==> config.mk <==
export PLATFORM = sky130hd
export DESIGN_NAME = pdr_port_data
export DESIGN_NICKNAME = d
export VERILOG_FILES = /design/src/pkg/pdr_pkg.sv /design/src/pkg/pdr_slice_if.sv /design/src/logic/pdr_port_slice.sv /design/src/logic/pdr_port_data.sv
export VERILOG_INCLUDE_DIRS = /design/src /design/src/pkg
export SDC_FILE = /design/constraint.sdc
export NUM_CORES = 1
export LEC_CHECK = 0
export BUFFER_PORTS_ARGS = -buffer_cell sky130_fd_sc_hd__buf_2
export CORE_MARGIN = 5
export CORE_UTILIZATION = 48
export CTS_CLUSTER_SIZE = 10
export DETAILED_ROUTE_END_ITERATION = 8
export PLACE_DENSITY_LB_ADDON = 0.25
export SLEW_MARGIN = 20
export SYNTH_ARGS = -nofsm -noshare
export SYNTH_HDL_FRONTEND = slang
export SYNTH_SLANG_ARGS = --single-unit
==> constraint.sdc <==
create_clock -name clk -period 2.25 [get_ports clk]
set_input_delay 0.45 -clock clk [delete_from_list [all_inputs] [get_ports clk]]
set_output_delay 0.45 -clock clk [all_outputs]
set_load 0.01 [all_outputs]
==> src/pkg/pdr_consts.svh <==
/*
 * Constants of the port data register block: register selects, port
 * indices, implemented-pin masks and reset values.
 * Assumes inclusion by bare name from the port data register design file.
 */
`ifndef PDR_CONSTS_SVH
`define PDR_CONSTS_SVH

// port indices, first port to seventh
`define PDR_PORT_A 3'h0
`define PDR_PORT_B 3'h1
`define PDR_PORT_C 3'h2
`define PDR_PORT_D 3'h3
`define PDR_PORT_E 3'h4
`define PDR_PORT_F 3'h5
`define PDR_PORT_G 3'h6

// register selects within one port, address bits 3:0
`define PDR_SEL_PIN_INPUT     4'h0
`define PDR_SEL_OUTPUT_LATCH  4'h1
`define PDR_SEL_DIRECTION     4'h2
`define PDR_SEL_CONTROL       4'h3
`define PDR_SEL_DRIVE         4'h4
`define PDR_SEL_OUTPUT_CELL   4'h5
`define PDR_SEL_LOAD_BLOCK    4'h6
`define PDR_SEL_INPUT_CELL    4'h7
`define PDR_SEL_DRIVER_ENABLE 4'h8

// implemented pins per port
`define PDR_FULL_MASK 8'hFF
`define PDR_D_MASK    8'h0F

// reset values
`define PDR_RST_BYTE  8'h00
`define PDR_RST_CELLS 16'h0000
`define PDR_RST_INCEL 24'h000000

`endif

==> src/pkg/pdr_pkg.sv <==
/*
 * Types of the port data register block: the register state record.
 * Assumes pdr_consts.svh is on the include path.
 */
package pdr_pkg;
	typedef logic [6:0][7:0] pdr_bytes_t;

	// whole register state of the block
	typedef struct packed {
		pdr_bytes_t  outLatch;
		pdr_bytes_t  direction;
		pdr_bytes_t  control;
		pdr_bytes_t  drive;
		logic [15:0] outCell;
		logic [15:0] loadBlock;
		logic [23:0] inCell;
		logic [7:0]  rdata;
	} pdr_state_t;
endpackage

==> src/pkg/pdr_slice_if.sv <==
/*
 * Carrier between the register core and one port driver slice.
 * Assumes one instance per port, all signals combinational.
 */
interface pdr_slice_if;
	logic [7:0] latch;
	logic [7:0] dirBits;
	logic [7:0] oeTerm;
	logic [7:0] altSel;
	logic [7:0] altVal;
	logic [7:0] forceOe;
	logic [7:0] forceIn;
	logic [7:0] openDrain;
	logic [7:0] pinOut;
	logic [7:0] pinOe;
	logic [7:0] drvEn;

	modport core (output latch, dirBits, oeTerm, altSel, altVal, forceOe,
		forceIn, openDrain, input pinOut, pinOe, drvEn);
	modport slice (input latch, dirBits, oeTerm, altSel, altVal, forceOe,
		forceIn, openDrain, output pinOut, pinOe, drvEn);
endinterface

==> src/logic/pdr_port_slice.sv <==
/*
 * One port's pin driver: picks the driven value, gates the driver and
 * applies open-drain behaviour for the pins the port implements.
 * Assumes the core fills the carrier; purely combinational.
 */
module pdr_port_slice #(
	parameter logic [7:0] PIN_MASK = 8'hFF
) (
	pdr_slice_if.slice sl
);
	logic [7:0] value;
	logic [7:0] drv;

	// value and driver gating
	always_comb begin
		value = (sl.altSel & sl.altVal) | (~sl.altSel & sl.latch);
		drv = ~sl.forceIn & (sl.forceOe | sl.dirBits | sl.oeTerm); // RULE_02
		drv = drv & PIN_MASK; // RULE_12
	end

	// open-drain pins only sink, released when high
	assign sl.pinOut = value & ~sl.openDrain & PIN_MASK; // RULE_11
	assign sl.pinOe  = drv & (~sl.openDrain | ~value);
	assign sl.drvEn  = drv; // RULE_08
endmodule

==> src/logic/pdr_port_data.sv <==
/*
 * Port data registers of seven configurable I/O ports: pin read-back,
 * output latches, direction, control and drive registers, output and
 * input logic cells with load blocking, driver-enable status and the
 * alternate pin functions of each port.
 * Assumes host accesses are single-cycle strobes synchronous to clk, and
 * that pins and logic-array terms are synchronous to clk.
 */
//
// Behaviour
// RULE_01: pin input register returns the live pin level.
// RULE_02: latch drives pin when direction bit or array enable term is 1.
// RULE_03: output latch stores host writes and reads back stored value.
// RULE_04: output cell reads flip-flops; writes load unblocked bits.
// RULE_05: one load-block bit per cell; 1 blocks host load; resets 0.
// RULE_06: output cells and load block only on first two ports, block RW.
// RULE_07: input cells of first three ports capture pins, feed array, readable.
// RULE_08: driver-enable status is 1 when driving, 0 when tri-stated; open-drain pins released high still read 1.
// RULE_09: driver-enable status read-only on ports one, two, three, six.
// RULE_10: cell groups route to ports one and two; chip selects to three or six.
// RULE_11: third port fast slew per pin; first port open-drain per pin.
// RULE_12: fourth port has four pins, host I/O or direct array inputs.
// RULE_13: fourth port pins may serve strobe, clock, chip select, write high.
// RULE_14: chip select input high disables memories and the I/O registers.
// RULE_15: fifth port serial test port, standby supply pin, battery-on pin.
// RULE_16: non-multiplexed bus puts data low on port six, high on seven.
// RULE_17: ports five to seven output latched address; peripheral, reset modes.
// RULE_18: direction bit 1 makes output, 0 input; inputs after reset.
// RULE_19: control bit 0 host I/O, 1 latched address out; reset host I/O.
// RULE_20: reset pattern driven on six and seven in reset without bus cycle.
// RULE_21: host sets load block bits before partial output cell writes.
// RULE_22: bits of missing pins read zero and ignore writes.
`include "pdr_consts.svh"

module pdr_port_data
	import pdr_pkg::*;
(
	input  wire logic        clk,
	input  wire logic        rst,
	// host register access
	input  wire logic [6:0]  hostAddr,
	input  wire logic        hostWrite,
	input  wire logic        hostRead,
	input  wire logic [7:0]  hostWdata,
	output logic      [7:0]  hostRdata,
	// pins, packed per port, first port at index 0
	input  wire pdr_bytes_t  pinIn,
	output pdr_bytes_t       pinOut,
	output pdr_bytes_t       pinOe,
	// logic-array side
	input  wire pdr_bytes_t  oeTerm,
	input  wire logic [15:0] cellNext,
	input  wire logic        cellClkEn,
	input  wire logic [23:0] inCellLoad,
	input  wire logic [7:0]  externalChipSelects,
	output logic      [23:0] inputCellBus,
	output logic      [15:0] outputCellBus,
	// per-pin configuration
	input  wire logic [7:0]  firstGroupRoute,
	input  wire logic [7:0]  secondGroupRoute,
	input  wire logic        chipSelectsToThird,
	input  wire logic        chipSelectsToSixth,
	input  wire logic [3:0]  dedicatedInputEn,
	input  wire logic        serialPortEn,
	input  wire logic        serialDataOut,
	input  wire logic        batteryStandbyEn,
	input  wire logic        batteryOnRouteEn,
	input  wire logic        batteryOnIndicator,
	input  wire logic        dataPortEn,
	input  wire logic        peripheralModeEn,
	input  wire logic        busDataDrive,
	input  wire logic [15:0] busDataOut,
	input  wire logic [15:0] latchedAddress,
	input  wire logic        resetPatternEn,
	input  wire logic        hostResetActive,
	input  wire logic        busCycleActive,
	input  wire logic [15:0] resetPattern,
	// derived outputs
	output logic      [15:0] busDataIn,
	output logic      [15:0] fastSlew,
	output logic             addressStrobe,
	output logic             logicClockInput,
	output logic             chipSelectHigh,
	output logic             highByteWriteEnable,
	output logic             memoryDisable,
	output logic      [2:0]  serialPortIn
);
	pdr_state_t st;
	pdr_state_t next_st;
	pdr_bytes_t drvEn;
	pdr_bytes_t altSel;
	pdr_bytes_t altVal;
	pdr_bytes_t forceOe;
	pdr_bytes_t forceIn;
	pdr_bytes_t openDrain;
	logic [2:0] selPort;
	logic [3:0] selReg;
	logic       regBlockOn;
	logic       dataPortOn;
	logic       patternOn;
	logic [7:0] portMask;
	logic [7:0] readVal;

	localparam logic [6:0][7:0] PORT_MASKS = {`PDR_FULL_MASK,
		`PDR_FULL_MASK, `PDR_FULL_MASK, `PDR_D_MASK, `PDR_FULL_MASK,
		`PDR_FULL_MASK, `PDR_FULL_MASK};

	assign selPort = hostAddr[6:4];
	assign selReg  = hostAddr[3:0];

	// port four dedicated inputs taken straight from the pins
	assign addressStrobe       = dedicatedInputEn[0] & pinIn[3][0]; // RULE_13
	assign logicClockInput     = dedicatedInputEn[1] & pinIn[3][1];
	assign chipSelectHigh      = dedicatedInputEn[2] & pinIn[3][2];
	assign highByteWriteEnable = dedicatedInputEn[3] & pinIn[3][3];

	// chip select high shuts memories and the register block
	assign memoryDisable = chipSelectHigh; // RULE_14
	assign regBlockOn    = ~chipSelectHigh; // RULE_14

	// sixth and seventh ports as data port or reset pattern source
	assign dataPortOn = dataPortEn | peripheralModeEn;
	assign patternOn  = resetPatternEn & hostResetActive
		& ~busCycleActive; // RULE_20
	assign busDataIn    = {pinIn[6], pinIn[5]}; // RULE_16
	assign serialPortIn = serialPortEn ? pinIn[4][2:0] : 3'h0; // RULE_15

	// slew options exist on the third and sixth ports only
	assign fastSlew = {st.drive[5], st.drive[2]}; // RULE_11

	// logic cells face the logic array
	assign inputCellBus  = st.inCell; // RULE_07
	assign outputCellBus = st.outCell;
	assign hostRdata     = st.rdata;

	// alternate functions of each pin
	always_comb begin
		altSel    = '0;
		altVal    = '0;
		forceOe   = '0;
		forceIn   = '0;
		openDrain = '0;
		// first and second ports carry the output cell groups
		altSel[0] = firstGroupRoute; // RULE_10
		altVal[0] = st.outCell[7:0];
		altSel[1] = secondGroupRoute;
		altVal[1] = st.outCell[15:8];
		// chip selects on third or sixth port
		if (chipSelectsToThird) begin
			altSel[2] = 8'hFF; // RULE_10
			altVal[2] = externalChipSelects;
		end
		if (chipSelectsToSixth) begin
			altSel[5] = 8'hFF; // RULE_10
			altVal[5] = externalChipSelects;
		end
		// fourth port dedicated inputs never drive
		forceIn[3] = {4'h0, dedicatedInputEn}; // RULE_13
		// latched address out on fifth to seventh ports
		altSel[4]  = st.control[4]; // RULE_19
		altVal[4]  = latchedAddress[7:0];
		forceOe[4] = st.control[4]; // RULE_17
		altSel[5]  = altSel[5] | st.control[5];
		altVal[5]  = (altVal[5] & ~st.control[5])
			| (latchedAddress[7:0] & st.control[5]);
		forceOe[5] = st.control[5]; // RULE_17
		altSel[6]  = st.control[6];
		altVal[6]  = latchedAddress[15:8];
		forceOe[6] = st.control[6]; // RULE_17
		// fifth port serial test port, standby supply and battery flag
		if (serialPortEn) begin
			forceIn[4][2:0] = 3'h7; // RULE_15
			altSel[4][3]    = 1'b1;
			altVal[4][3]    = serialDataOut;
			forceOe[4][3]   = 1'b1;
		end
		if (batteryStandbyEn) begin
			forceIn[4][6] = 1'b1; // RULE_15
		end
		if (batteryOnRouteEn) begin
			altSel[4][7]  = 1'b1; // RULE_15
			altVal[4][7]  = batteryOnIndicator;
			forceOe[4][7] = 1'b1;
		end
		// data port for a non-multiplexed bus, peripheral mode alike
		if (dataPortOn) begin
			altSel[5]  = 8'hFF; // RULE_16
			altVal[5]  = busDataOut[7:0];
			forceOe[5] = {8{busDataDrive}};
			forceIn[5] = {8{~busDataDrive}};
			altSel[6]  = 8'hFF; // RULE_16
			altVal[6]  = busDataOut[15:8];
			forceOe[6] = {8{busDataDrive}};
			forceIn[6] = {8{~busDataDrive}};
		end
		// reset pattern overrides the data port
		if (patternOn) begin
			altSel[5]  = 8'hFF; // RULE_20
			altVal[5]  = resetPattern[7:0];
			forceOe[5] = 8'hFF;
			forceIn[5] = 8'h00;
			altSel[6]  = 8'hFF;
			altVal[6]  = resetPattern[15:8];
			forceOe[6] = 8'hFF;
			forceIn[6] = 8'h00;
		end
		// open-drain capable ports take their drive bits
		openDrain[0] = st.drive[0]; // RULE_11
		openDrain[1] = st.drive[1];
		openDrain[3] = st.drive[3];
		openDrain[4] = st.drive[4];
		openDrain[6] = st.drive[6];
	end

	// one driver slice per port
	for (genvar p = 0; p < 7; p++) begin : gSlice
		pdr_slice_if sl ();

		assign sl.latch     = st.outLatch[p];
		assign sl.dirBits   = st.direction[p]; // RULE_18
		assign sl.oeTerm    = oeTerm[p];
		assign sl.altSel    = altSel[p];
		assign sl.altVal    = altVal[p];
		assign sl.forceOe   = forceOe[p];
		assign sl.forceIn   = forceIn[p];
		assign sl.openDrain = openDrain[p];
		assign pinOut[p]    = sl.pinOut;
		assign pinOe[p]     = sl.pinOe;
		assign drvEn[p]     = sl.drvEn;

		pdr_port_slice #(
			.PIN_MASK (PORT_MASKS[p])
		) uSlice (
			.sl (sl)
		);
	end

	// read mux; missing registers and pins read zero
	always_comb begin
		portMask = (selPort == 3'h7) ? 8'h00 : PORT_MASKS[selPort]; // RULE_22
		readVal  = 8'h00;
		if (selPort != 3'h7) begin
			unique case (selReg)
				`PDR_SEL_PIN_INPUT:    readVal = pinIn[selPort]; // RULE_01
				`PDR_SEL_OUTPUT_LATCH: readVal = st.outLatch[selPort]; // RULE_03
				`PDR_SEL_DIRECTION:    readVal = st.direction[selPort];
				`PDR_SEL_CONTROL:      readVal = st.control[selPort];
				`PDR_SEL_DRIVE:        readVal = st.drive[selPort];
				`PDR_SEL_OUTPUT_CELL: begin
					if (selPort == `PDR_PORT_A) begin
						readVal = st.outCell[7:0]; // RULE_04
					end else if (selPort == `PDR_PORT_B) begin
						readVal = st.outCell[15:8]; // RULE_06
					end
				end
				`PDR_SEL_LOAD_BLOCK: begin
					if (selPort == `PDR_PORT_A) begin
						readVal = st.loadBlock[7:0]; // RULE_06
					end else if (selPort == `PDR_PORT_B) begin
						readVal = st.loadBlock[15:8];
					end
				end
				`PDR_SEL_INPUT_CELL: begin
					if (selPort == `PDR_PORT_A) begin
						readVal = st.inCell[7:0]; // RULE_07
					end else if (selPort == `PDR_PORT_B) begin
						readVal = st.inCell[15:8];
					end else if (selPort == `PDR_PORT_C) begin
						readVal = st.inCell[23:16];
					end
				end
				`PDR_SEL_DRIVER_ENABLE: begin
					if (selPort == `PDR_PORT_A || selPort == `PDR_PORT_B
						|| selPort == `PDR_PORT_C
						|| selPort == `PDR_PORT_F) begin
						readVal = drvEn[selPort]; // RULE_09
					end
				end
				default: readVal = 8'h00;
			endcase
		end
		readVal = readVal & portMask; // RULE_22
	end

	// next state
	always_comb begin
		next_st = st;
		// output cells follow the array on each logic clock enable
		if (cellClkEn) begin
			next_st.outCell = cellNext;
		end
		// input cells capture pins of the first three ports
		for (int b = 0; b < 24; b++) begin
			if (inCellLoad[b]) begin
				next_st.inCell[b] = pinIn[b / 8][b % 8]; // RULE_07
			end
		end
		// host read data registered one cycle after the strobe
		if (hostRead && regBlockOn) begin
			next_st.rdata = readVal;
		end else if (hostRead) begin
			next_st.rdata = 8'h00; // RULE_14
		end
		// host writes, refused while the register block is disabled
		if (hostWrite && regBlockOn && selPort != 3'h7) begin
			unique case (selReg)
				`PDR_SEL_OUTPUT_LATCH:
					next_st.outLatch[selPort] = hostWdata
						& PORT_MASKS[selPort]; // RULE_03
				`PDR_SEL_DIRECTION:
					next_st.direction[selPort] = hostWdata
						& PORT_MASKS[selPort]; // RULE_18
				`PDR_SEL_CONTROL: begin
					if (selPort >= `PDR_PORT_E) begin
						next_st.control[selPort] = hostWdata; // RULE_19
					end
				end
				`PDR_SEL_DRIVE:
					next_st.drive[selPort] = hostWdata
						& PORT_MASKS[selPort]; // RULE_22
				`PDR_SEL_OUTPUT_CELL: begin
					// blocked bits keep their value or take the array load, host wins the rest
					if (selPort == `PDR_PORT_A) begin
						next_st.outCell[7:0] = (next_st.outCell[7:0]
							& st.loadBlock[7:0])
							| (hostWdata & ~st.loadBlock[7:0]); // RULE_05
					end else if (selPort == `PDR_PORT_B) begin
						next_st.outCell[15:8] = (next_st.outCell[15:8]
							& st.loadBlock[15:8])
							| (hostWdata & ~st.loadBlock[15:8]); // RULE_04
					end
				end
				`PDR_SEL_LOAD_BLOCK: begin
					if (selPort == `PDR_PORT_A) begin
						next_st.loadBlock[7:0] = hostWdata; // RULE_06
					end else if (selPort == `PDR_PORT_B) begin
						next_st.loadBlock[15:8] = hostWdata;
					end
				end
				default: next_st = next_st;
			endcase
		end
	end

	// state register, everything input and unblocked after reset
	always_ff @(posedge clk) begin
		if (rst) begin
			st.outLatch  <= '0;
			st.direction <= '0; // RULE_18
			st.control   <= '0; // RULE_19
			st.drive     <= '0;
			st.outCell   <= `PDR_RST_CELLS;
			st.loadBlock <= `PDR_RST_CELLS; // RULE_05
			st.inCell    <= `PDR_RST_INCEL;
			st.rdata     <= `PDR_RST_BYTE;
		end else begin
			st <= next_st;
		end
	end
endmodule

Yosys cells after proc, flatten, opt, wreduce, memory -nomap -nowiden:

Memories as Yosys holds them, arrays and structs flattened.
Cells that the tools add are included.

* flip-flop bits (word level): 288
* memory bits (read-only): 64
* output and inout port bits: 200
* logic and storage cells: 243
* memories kept: 1

* magnitude comparators: 3
* equal/unequal tests: 13
* muxes and demuxes: 85
* bitwise operators: 93
* reductions and logical operators: 15

Memories
* (no name shown): depth 8, bits a word 8, rd ports 1, clocked after Yosys merged registers in 0, write ports 0, RTL line pdr_port_data.sv:320 `& PORT_MASKS[selPort];`

Operators by type and width (count)
* $and A8 B8 Y8: 31
* $mux W8: 30
* $bwmux W56: 4
* $or A8 B8 Y8: 24
* $mux W16: 11
* $not A8 Y8: 21
* $bmux W8 S3: 6
* $pmux W8 S9: 1
* $mux W64: 1
* $mux W1: 29
* $demux W8 S3: 1
* $eq A4 B3 Y1 const B: 4
* $and A4 B4 Y4: 2
* $and A4 B8 Y8: 1
* $eq A4 B2 Y1 const B: 2
* $not A7 Y8: 1
* $and A1 B1 Y1: 6
* $eq A3 B3 Y1 const B: 2
* $mux W3: 2
* $reduce_and A2 Y1: 3
* $reduce_and A3 Y1: 2
* $eq A4 B1 Y1 const B: 1
* $eq A4 B4 Y1 const B: 1
* $logic_and A1 B1 Y1: 4
* other kinds (14): 19

Depth between registers and ports, before layout:

Gate-level depths: netlist of run 1.

* depth after elaboration: 14
* gate-level depth with buffers: 10
* gate-level depth less buffers: 6

By module:

A second synthesis of run 1 with hierarchy kept.

* cells, all modules: 1956
* area, all modules: 17468.0 µm²

By module, submodules not included
* pdr_port_data: times used 1, cells each 1683, area each 15162.0 µm²
* pdr_port_slice (gSlice[0].uSlice ...): times used 6, cells each 40, area each 340.3 µm²
* pdr_port_slice (gSlice[3].uSlice): times used 1, cells each 33, area each 264.0 µm²

Worst setup path after synthesis of run 1:

No wires, ideal clock.

* path type: input -> register
* start: in hostAddr[6]
* end: reg st (netlist bit hostRdata[3])
* setup time: 122 ps
* arrival time: 2120 ps
* required time: 2128 ps
* slack: 8 ps
* stages on the path: 7
* path through: buf_2 clkinv_1 a221o_1 a22oi_2 nor2_1 or4_1 a221o_1

* word-level cells in the longest chain between the ends: 10
* elaborated cells on any way between the ends: 37
* those cells by class: eq/ne (5); mux (26); bitwise (1); reduce/logical (4); memory (1)

RTL lines
* from (decl): RTL line pdr_port_data.sv:41 `input wire logic [6:0] hostAddr,`
* branches (longest 7 deep; another with $pmux W8 S9)
* $and A8 B8 Y8 *: RTL line pdr_port_data.sv:282 `readVal = readVal & portMask;`
* $mux W8 *: RTL line pdr_port_data.sv:299 `if (hostRead && regBlockOn) begin`
* $mux W64 *: RTL line pdr_port_data.sv:305 `if (hostWrite && regBlockOn && selPort != 3'h7) begin`
* to (signal assigned): RTL line pdr_port_data.sv:357 `st <= next_st;`
* to (decl): RTL line pdr_port_data.sv:88 `pdr_state_t st;`

Every way passes the cells marked *. The select of a mux whose other input is x is not followed.
A chain may end at the register's enable or synchronous reset.

==> metrics.txt, run 1 <==
Setup CP Type reg2out; global-route met3 utilization under 10%; CTS Root Cell clkbuf_16; All-Layer GR Usage between 30% and 40%; reg2reg path depth 6; crit path max fanout 2; Compound-Gate Fraction of Synth Area between 10% and 20%; hold path depth 2; DP Wirelength 62.7 mm; synthesized area ~16000 um^2; RSZ-0062 raised after global routing true; Max IR drop VDD about 0.00049 V; overall power 12.5 mW; number of top-level pins between 400 and 500; die width 195 um; Yosys cell types 79; number of DRC markers in iteration 0 1937; post-synthesis mux area share between 20% and 30%; min setup slack post-route -0.0836 ns; simple-gate share of the synthesized area between 10% and 20%; initial antenna violation count 3; WL/cell between 20 and 30 um; cts bufs inserted 35; Final nets around 2700; Hold/Removal Path Class in2reg; synth top area cells dfxtp_1 35%, mux2i_1 16%, nor2_1 6.6%, buf_4 4.7%, mux2_2 4.3%; hold path endpoint gSlice[1].sl.latch[5]; Hold Path Origin rst; Commonest cells post-synth 288 x dfxtp_1, 286 x nor2_1, 262 x mux2i_1; Max Buffers Root-to-Sink 3; vias in the first global route 17141; post-synth top area share a little over a third; Initial DRT Pass Iterations 9; DRT Wirelength just under 80 mm; Fin Clk Skew 0.0199 ns; met2 usage 63.0%; IO Port Bufs approximately 450; fill cell count around 2900; synthesis-to-layout area growth 32.8%; area of the multi-input gates between 9000 and 10000 um^2; slew of the pin with the lowest slew margin 0.778 ns; register area between 5000 and 6000 um^2; GR peak layer met2; Hold-fix buffers, CTS 0; share of cells above drive strength 1 39.2%; reported leakage power between 9 and 10 nW; R2R Path End hostRdata[3]; Synth Area in Adders 0%; startpoint types flop; most frequent cell after synthesis dfxtp_1; Starting Density between 40% and 50%; Residual DRC 0; failing checks negative setup slack; XOR/XNOR Fraction of Synth Area 0%; first-pass GRT wire length around 110 mm; clock slew at reported path FFs around 0.06 ns; relative slew slack between 40% and 50%; post-synthesis sequential area ratio 35.3%; final worst path period need around 2.3 ns; Mapped Cells ~1900; std cell rows 67; Overflow after GRT 0; H-Tree Depth 2; antenna viol nets, final 0; ys async rst share 0%; f_max 0.429 GHz; most used flip-flop cell after synthesis dfxtp_1; Skew-Pair Late Insertion Delay ~0.53 ns; worst endpoint required time between 1.5 and 2 ns; Syn Area/Cell 8.74 um^2; die height slightly below 200 um; synth warn 0; final cell count without fillers between 2000 and 3000; CTS Sinks between 200 and 300; flops & latches, synth around 290; CTS tree built; vias per std cell around 6.0; Worst EP arrival about 1.9 ns; dpl cells between 2000 and 3000; Final Wtd Congestion around 1.1; vias approximately 17000; crit share post-route 104%; met1 usage around 53%; core area between 30000 and 40000 um^2; power density cells around 570 nW/um^2; Crit. End Element primary output; status complete, but fails checks; Final Hold Fails 0; count of final max-slew check failures 0; largest family of logic cells by synthesized area multiplexers; Synth area leader dfxtp_1; Post-synth EDFFs 0; largest net degree at the start of global routing roughly 150; Reg2Reg Setup Slack 0.11 ns; Die ar. approximately 38000 um^2; worst r2r src st[163]; Max Cap Violations 0; Finish-stage setup viols 2
[repair_timing]
action                                  CTS  global route
gates cloned                              0             0
resized for setup                        34            39
endpoints found under the setup margin   17            28
buffers inserted                          6             3
pin swaps                                12             8
[worst max-delay path: stages (launching register included)]
cell	delay, ns
dfxtp_2	0.33
or3_4	0.39
mux2_4	0.31
a211oi_2	0.18
buf_2	0.16
[cells by family (layout without fill, tap and decap cells)]
kind of cell | Yosys count | in the layout
AND/OR/NAND/NOR | 652 | 652
multiplexers | 345 | 345
buffers and inverters | 231 | 807
flip-flops | 288 | 288
AO/OA/AOI/OAI | 354 | 354
other | 1 | 10
[power breakdown]
part	internal, mW	total [mW]	switching, mW
clock network	2.96	5.16	2.20
logic	0.895	2.10	1.21
registers	5.15	5.20	0.0578
[layout by cell type (no fill, tap or decap), types with 6 or more instances in the layout]
cell	instances
nand3_1	47
or2_2	10
mux2i_1	257
a221o_1	8
buf_6	8
nor2_1	285
o2bb2ai_1	16
clkbuf_16	36
a22oi_1	22
nand2_1	110
o22ai_1	8
buf_4	278
conb_1	8
mux2_2	62
inv_1	10
a211oi_2	7
buf_12	23
a311oi_1	6
a21oi_1	110
a221oi_1	19
a211oi_1	14
dfxtp_1	273
nor3_1	33
a21oi_2	6
nor4_1	8
o211ai_1	14
and2_1	25
mux4_2	18
nor2_2	9
o21ai_0	39
dfxtp_2	10
buf_2	439
o31ai_1	21
a32oi_1	6
a22o_1	6
nor2b_1	67
[how the worst max path moves through the flow]
stage,cells after the start,slack (ns),endpoint,startpoint
after floorplan,7,0.008,hostRdata[3],hostAddr[6]
after global routing,4,-0.14,pinOe[49],st[169]
after detailed placement,7,-0.44,hostRdata[4],hostAddr[4]
after CTS,4,-0.08,pinOe[49],st[169]
final,4,-0.08,pinOe[49],st[169]
after global placement,9,-0.46,hostRdata[1],hostAddr[4]
[metal layers]
metal | share of wire [%] | vias up
li1 | - | 7777
met1 | 40 | 8412
met2 | 45 | 1099
met3 | 9.4 | 200
met4 | 5.0 | 2
met5 | 0.025 | -
[sequential cells by signal (all words and copies together), names as in the netlist]
signal / count
hostRdata: 8
gSlice.sl.dirBits: 56
st: 66
inputCellBus: 24
outputCellBus: 16
altSel: 6
fastSlew: 16
gSlice.sl.latch: 56
gSlice.sl.openDrain: 40
[per-stage QoR]
step	util (%)	setup TNS, ns	cell area, um^2	setup slack (ns)	hold slack [ns]
3_5_place_dp	60.8	-12.64	20400	-0.442	0.442
2_1_floorplan	-	0	16400	0.00793	0.424
6_report	64.6	-0.0951	21700	-0.0836	0.163
3_3_place_gp	60.8	-12.12	20400	-0.457	0.441
4_1_cts	64.2	-0.151	21600	-0.0842	0.149
5_1_grt	64.6	-0.599	21700	-0.144	0.155
[layout make-up]
| type | count | share of cell area (%) |
|---|---|---|
| multi-input cells | 1359 | 43.6 |
| clock buffers | 42 | 4.39 |
| flip-flops and latches | 288 | 26.7 |
| clock inverters | 3 | 0.138 |
| diodes | 2 | 0.0230 |
| inverters | 11 | 0.190 |
| repair buffers | 751 | 22.4 |
| well taps | 448 | 2.58 |
(Power assumes the default switching activity.)
==> inputs of run 2 (changes only) <==
--- a/config.mk
+++ b/config.mk
@@ -12,6 +12,7 @@
 export CTS_CLUSTER_SIZE = 10
 export DETAILED_ROUTE_END_ITERATION = 8
 export PLACE_DENSITY_LB_ADDON = 0.25
+export RECOVER_POWER = 50
 export SLEW_MARGIN = 20
 export SYNTH_ARGS = -nofsm -noshare
 export SYNTH_HDL_FRONTEND = slang
==> run 2 against run 1 <==
  * The flow still finishes with violations (negative setup slack)
  * Global-route usage did not move
  * Sequential power barely moved
  * Count of clock-buffer cells in the layout did not move
  * Register-to-register slack got worse by 0.04 ns
  * Clock skew fell by 0.0015 ns
  * Worst hold slack improved by 0.018 ns
  * Via count barely moved
  * Critical path depth rose by 5
  * Critical endpoint is now hostRdata[1]
==> metrics.txt, run 2 (synthesis results as in run 1) <==
status complete, but fails checks (unchanged); failing checks negative setup slack (unchanged); Crit. End Element flop (was primary output); DP Wirelength 62.7 mm (unchanged); Skew-Pair Late Insertion Delay 0.53 ns (about the same); die height 195 um (unchanged); relative slew slack 3.70% (was 48.1%); clock slew at reported path FFs 0.06 ns (about the same); IO Port Bufs 448 (unchanged); met2 usage 63.0% (unchanged); H-Tree Depth 2 (unchanged); critical-path cell list buf_6 -> buf_12 -> buf_4 -> mux2_2 -> a221oi_1 -> o22ai_1 -> nand2_1 -> nor4b_1 -> o311ai_1 (was or3_4 -> mux2_4 -> a211oi_2 -> buf_2); largest net degree at the start of global routing 149 (unchanged); slew of the pin with the lowest slew margin 1.44 ns (was 0.778 ns); Fin Clk Skew 0.0184 ns (was 0.0199 ns); Max Cap Violations 0 (unchanged); f_max 0.426 GHz (was 0.429 GHz); worst endpoint required time 2.58 ns (was 1.80 ns); reported leakage power 9.23 nW (was 9.62 nW); Finish-stage setup viols 63 (was 2); RSZ-0062 raised after global routing true (unchanged); Final Core Density 64.1% (was 64.6%); power density cells 577 nW/um^2 (was 574 nW/um^2); min setup slack post-route -0.0982 ns (was -0.0836 ns); Worst EP arrival 2.68 ns (was 1.88 ns); synthesis-to-layout area growth 31.8% (was 32.8%); number of DRC markers in iteration 0 1965 (was 1937); CTS Sinks 288 (unchanged); most frequent cells in the layout 342 x buf_2, 286 x nor2_1, 273 x dfxtp_1 (was 439 x buf_2, 285 x nor2_1, 278 x buf_4); GR peak layer met2 (unchanged); cts bufs inserted 35 (unchanged); pre-CTS setup slack -0.442 ns (unchanged); Final Wtd Congestion 1.06 (unchanged); count of final max-slew check failures 0 (unchanged); Final nets 2707 (unchanged); antenna viol nets, final 0 (unchanged); CTS Root Cell clkbuf_16 (unchanged); max reg flops 66 (unchanged); vias 17485 (was 17490); startpoint types input port (was flop); die width 195 um (unchanged); All-Layer GR Usage 39.4% (unchanged); slowest CP cell nor4b_1 (was or3_4); initial antenna violation count 3 (unchanged); Clk pwr share 41.5% (was 41.4%); DRT Wirelength 78.8 mm (about the same); Internal 8.97 mW (was 9.00 mW); Final Hold Fails 0 (unchanged); Setup CP Type in2reg (was reg2out); first-pass GRT wire length 113 mm (unchanged); vias in the first global route 17141 (unchanged); fill cell count 3000 (was 2936); Top reg by flops st (unchanged); Hold/Removal Path Class in2reg (unchanged); crit path max fanout 27 (was 2); Max Buffers Root-to-Sink 3 (unchanged); global-route met3 utilization 6.58% (unchanged); Sw Ratio 27.9% (was 27.8%); Starting Density 48.7% (unchanged); Psw 3.47 mW (was 3.46 mW); met1 usage 52.8% (unchanged); share of cells above drive strength 1 34.9% (was 39.2%); leading cell type in the layout, fill and taps excluded buf_2 (unchanged); Overflow after GRT 0 (unchanged); std cell rows 67 (unchanged); sequential share of power 41.8% (was 41.7%); combinational power share 16.7% (was 16.9%); vias per std cell 6.02 (about the same); core area 33600 um^2 (unchanged); WL/cell 27.2 um (was 27.1 um); overall power 12.4 mW (was 12.5 mW); crit share post-route 104% (about the same); Max IR drop VDD 0.000493 V (was 0.000495 V); CTS tree built (unchanged); number of top-level pins 461 (unchanged); worst stage delay on the critical path 0.43 ns (was 0.39 ns); Initial DRT Pass Iterations 6 (was 9); Die ar. 37900 um^2 (unchanged); final worst path period need 2.35 ns (was 2.33 ns); Residual DRC 0 (unchanged)
==> run 2: changes by cell type in the layout (fill, tap and decap cells not counted), sizes merged <==
cell	before	now
diode	2	1
clkbuf	44	149
buf	749	644
==> run 2: per-stage QoR <==
stage	instance area, um^2	setup TNS, ns	hold WS, ns	cells
finish	21600	-1.81	0.181	2903
floorplan	16400	0	0.424	1878
global placement	20400	-12.12	0.441	2849
detailed placement	20400	-12.64	0.442	2849
CTS	21600	-0.151	0.149	2900
global route	21600	-1.62	0.195	2903
==> run 2: path summary, 6_finish.rpt <==
kind,from,to,slack [ns],depth (start not counted)
max,hostAddr[4],hostRdata[1],-0.1,9
min,inCellLoad[23],inputCellBus[23],0.18,3
max reg2reg,gSlice[5].sl.dirBits[7],hostRdata[7],0.07,7
min reg2reg,gSlice[3].sl.openDrain[6],gSlice[3].sl.openDrain[6],0.46,1
==> run 2: repair_timing <==
action / CTS / global route
hold buffers: 0 / 0
pin swaps: 12 / 8
setup buffers: 6 / 3
hold endpoints to repair: 0 / 0
gates resized for setup: 34 / 39
setup endpoints to repair: 17 / 28
gates cloned: 0 / 0
==> run 2: routing by layer <==
layer	part of all wire, %	vias to the layer above	wire length, um
met1	41	8469	32600
met4	5.0	4	3980
li1	-	7790	-
met5	0.043	-	34
met3	8.5	191	6700
met2	45	1031	35500
==> run 2: final cells by class <==
cell class                 count  area [um^2]  share of cell area (%)
multi-input combinational   1359         9460                    43.9
sequential                   288         5800                    26.9
timing repair buffer         751         4710                    21.9
clock buffer                  42          953                    4.42
tap                          448          561                    2.60
inverter                      11         41.3                   0.192
clock inverter                 3         30.0                   0.139
antenna                        1         2.50                  0.0116
==> run 2: critical path, delay by kind of cell <==
kind / cells / cell delay (ns)
buf+inv: 3 / 0.65
compound gates: 3 / 0.64
simple gates: 2 / 0.52
mux: 1 / 0.36
==> run 2: power by group through the flow <==
| stage | Combinational (mW) | Sequential, mW | Clock, mW |
|---|---|---|---|
| after floorplan | 0.989 | 5.29 | 0 |
| after global placement | 1.99 | 5.32 | 0 |
| after detailed placement | 2.00 | 5.32 | 0 |
| after CTS | 2.03 | 5.20 | 5.17 |
| after global routing | 2.18 | 5.21 | 5.38 |
| final | 2.08 | 5.21 | 5.16 |
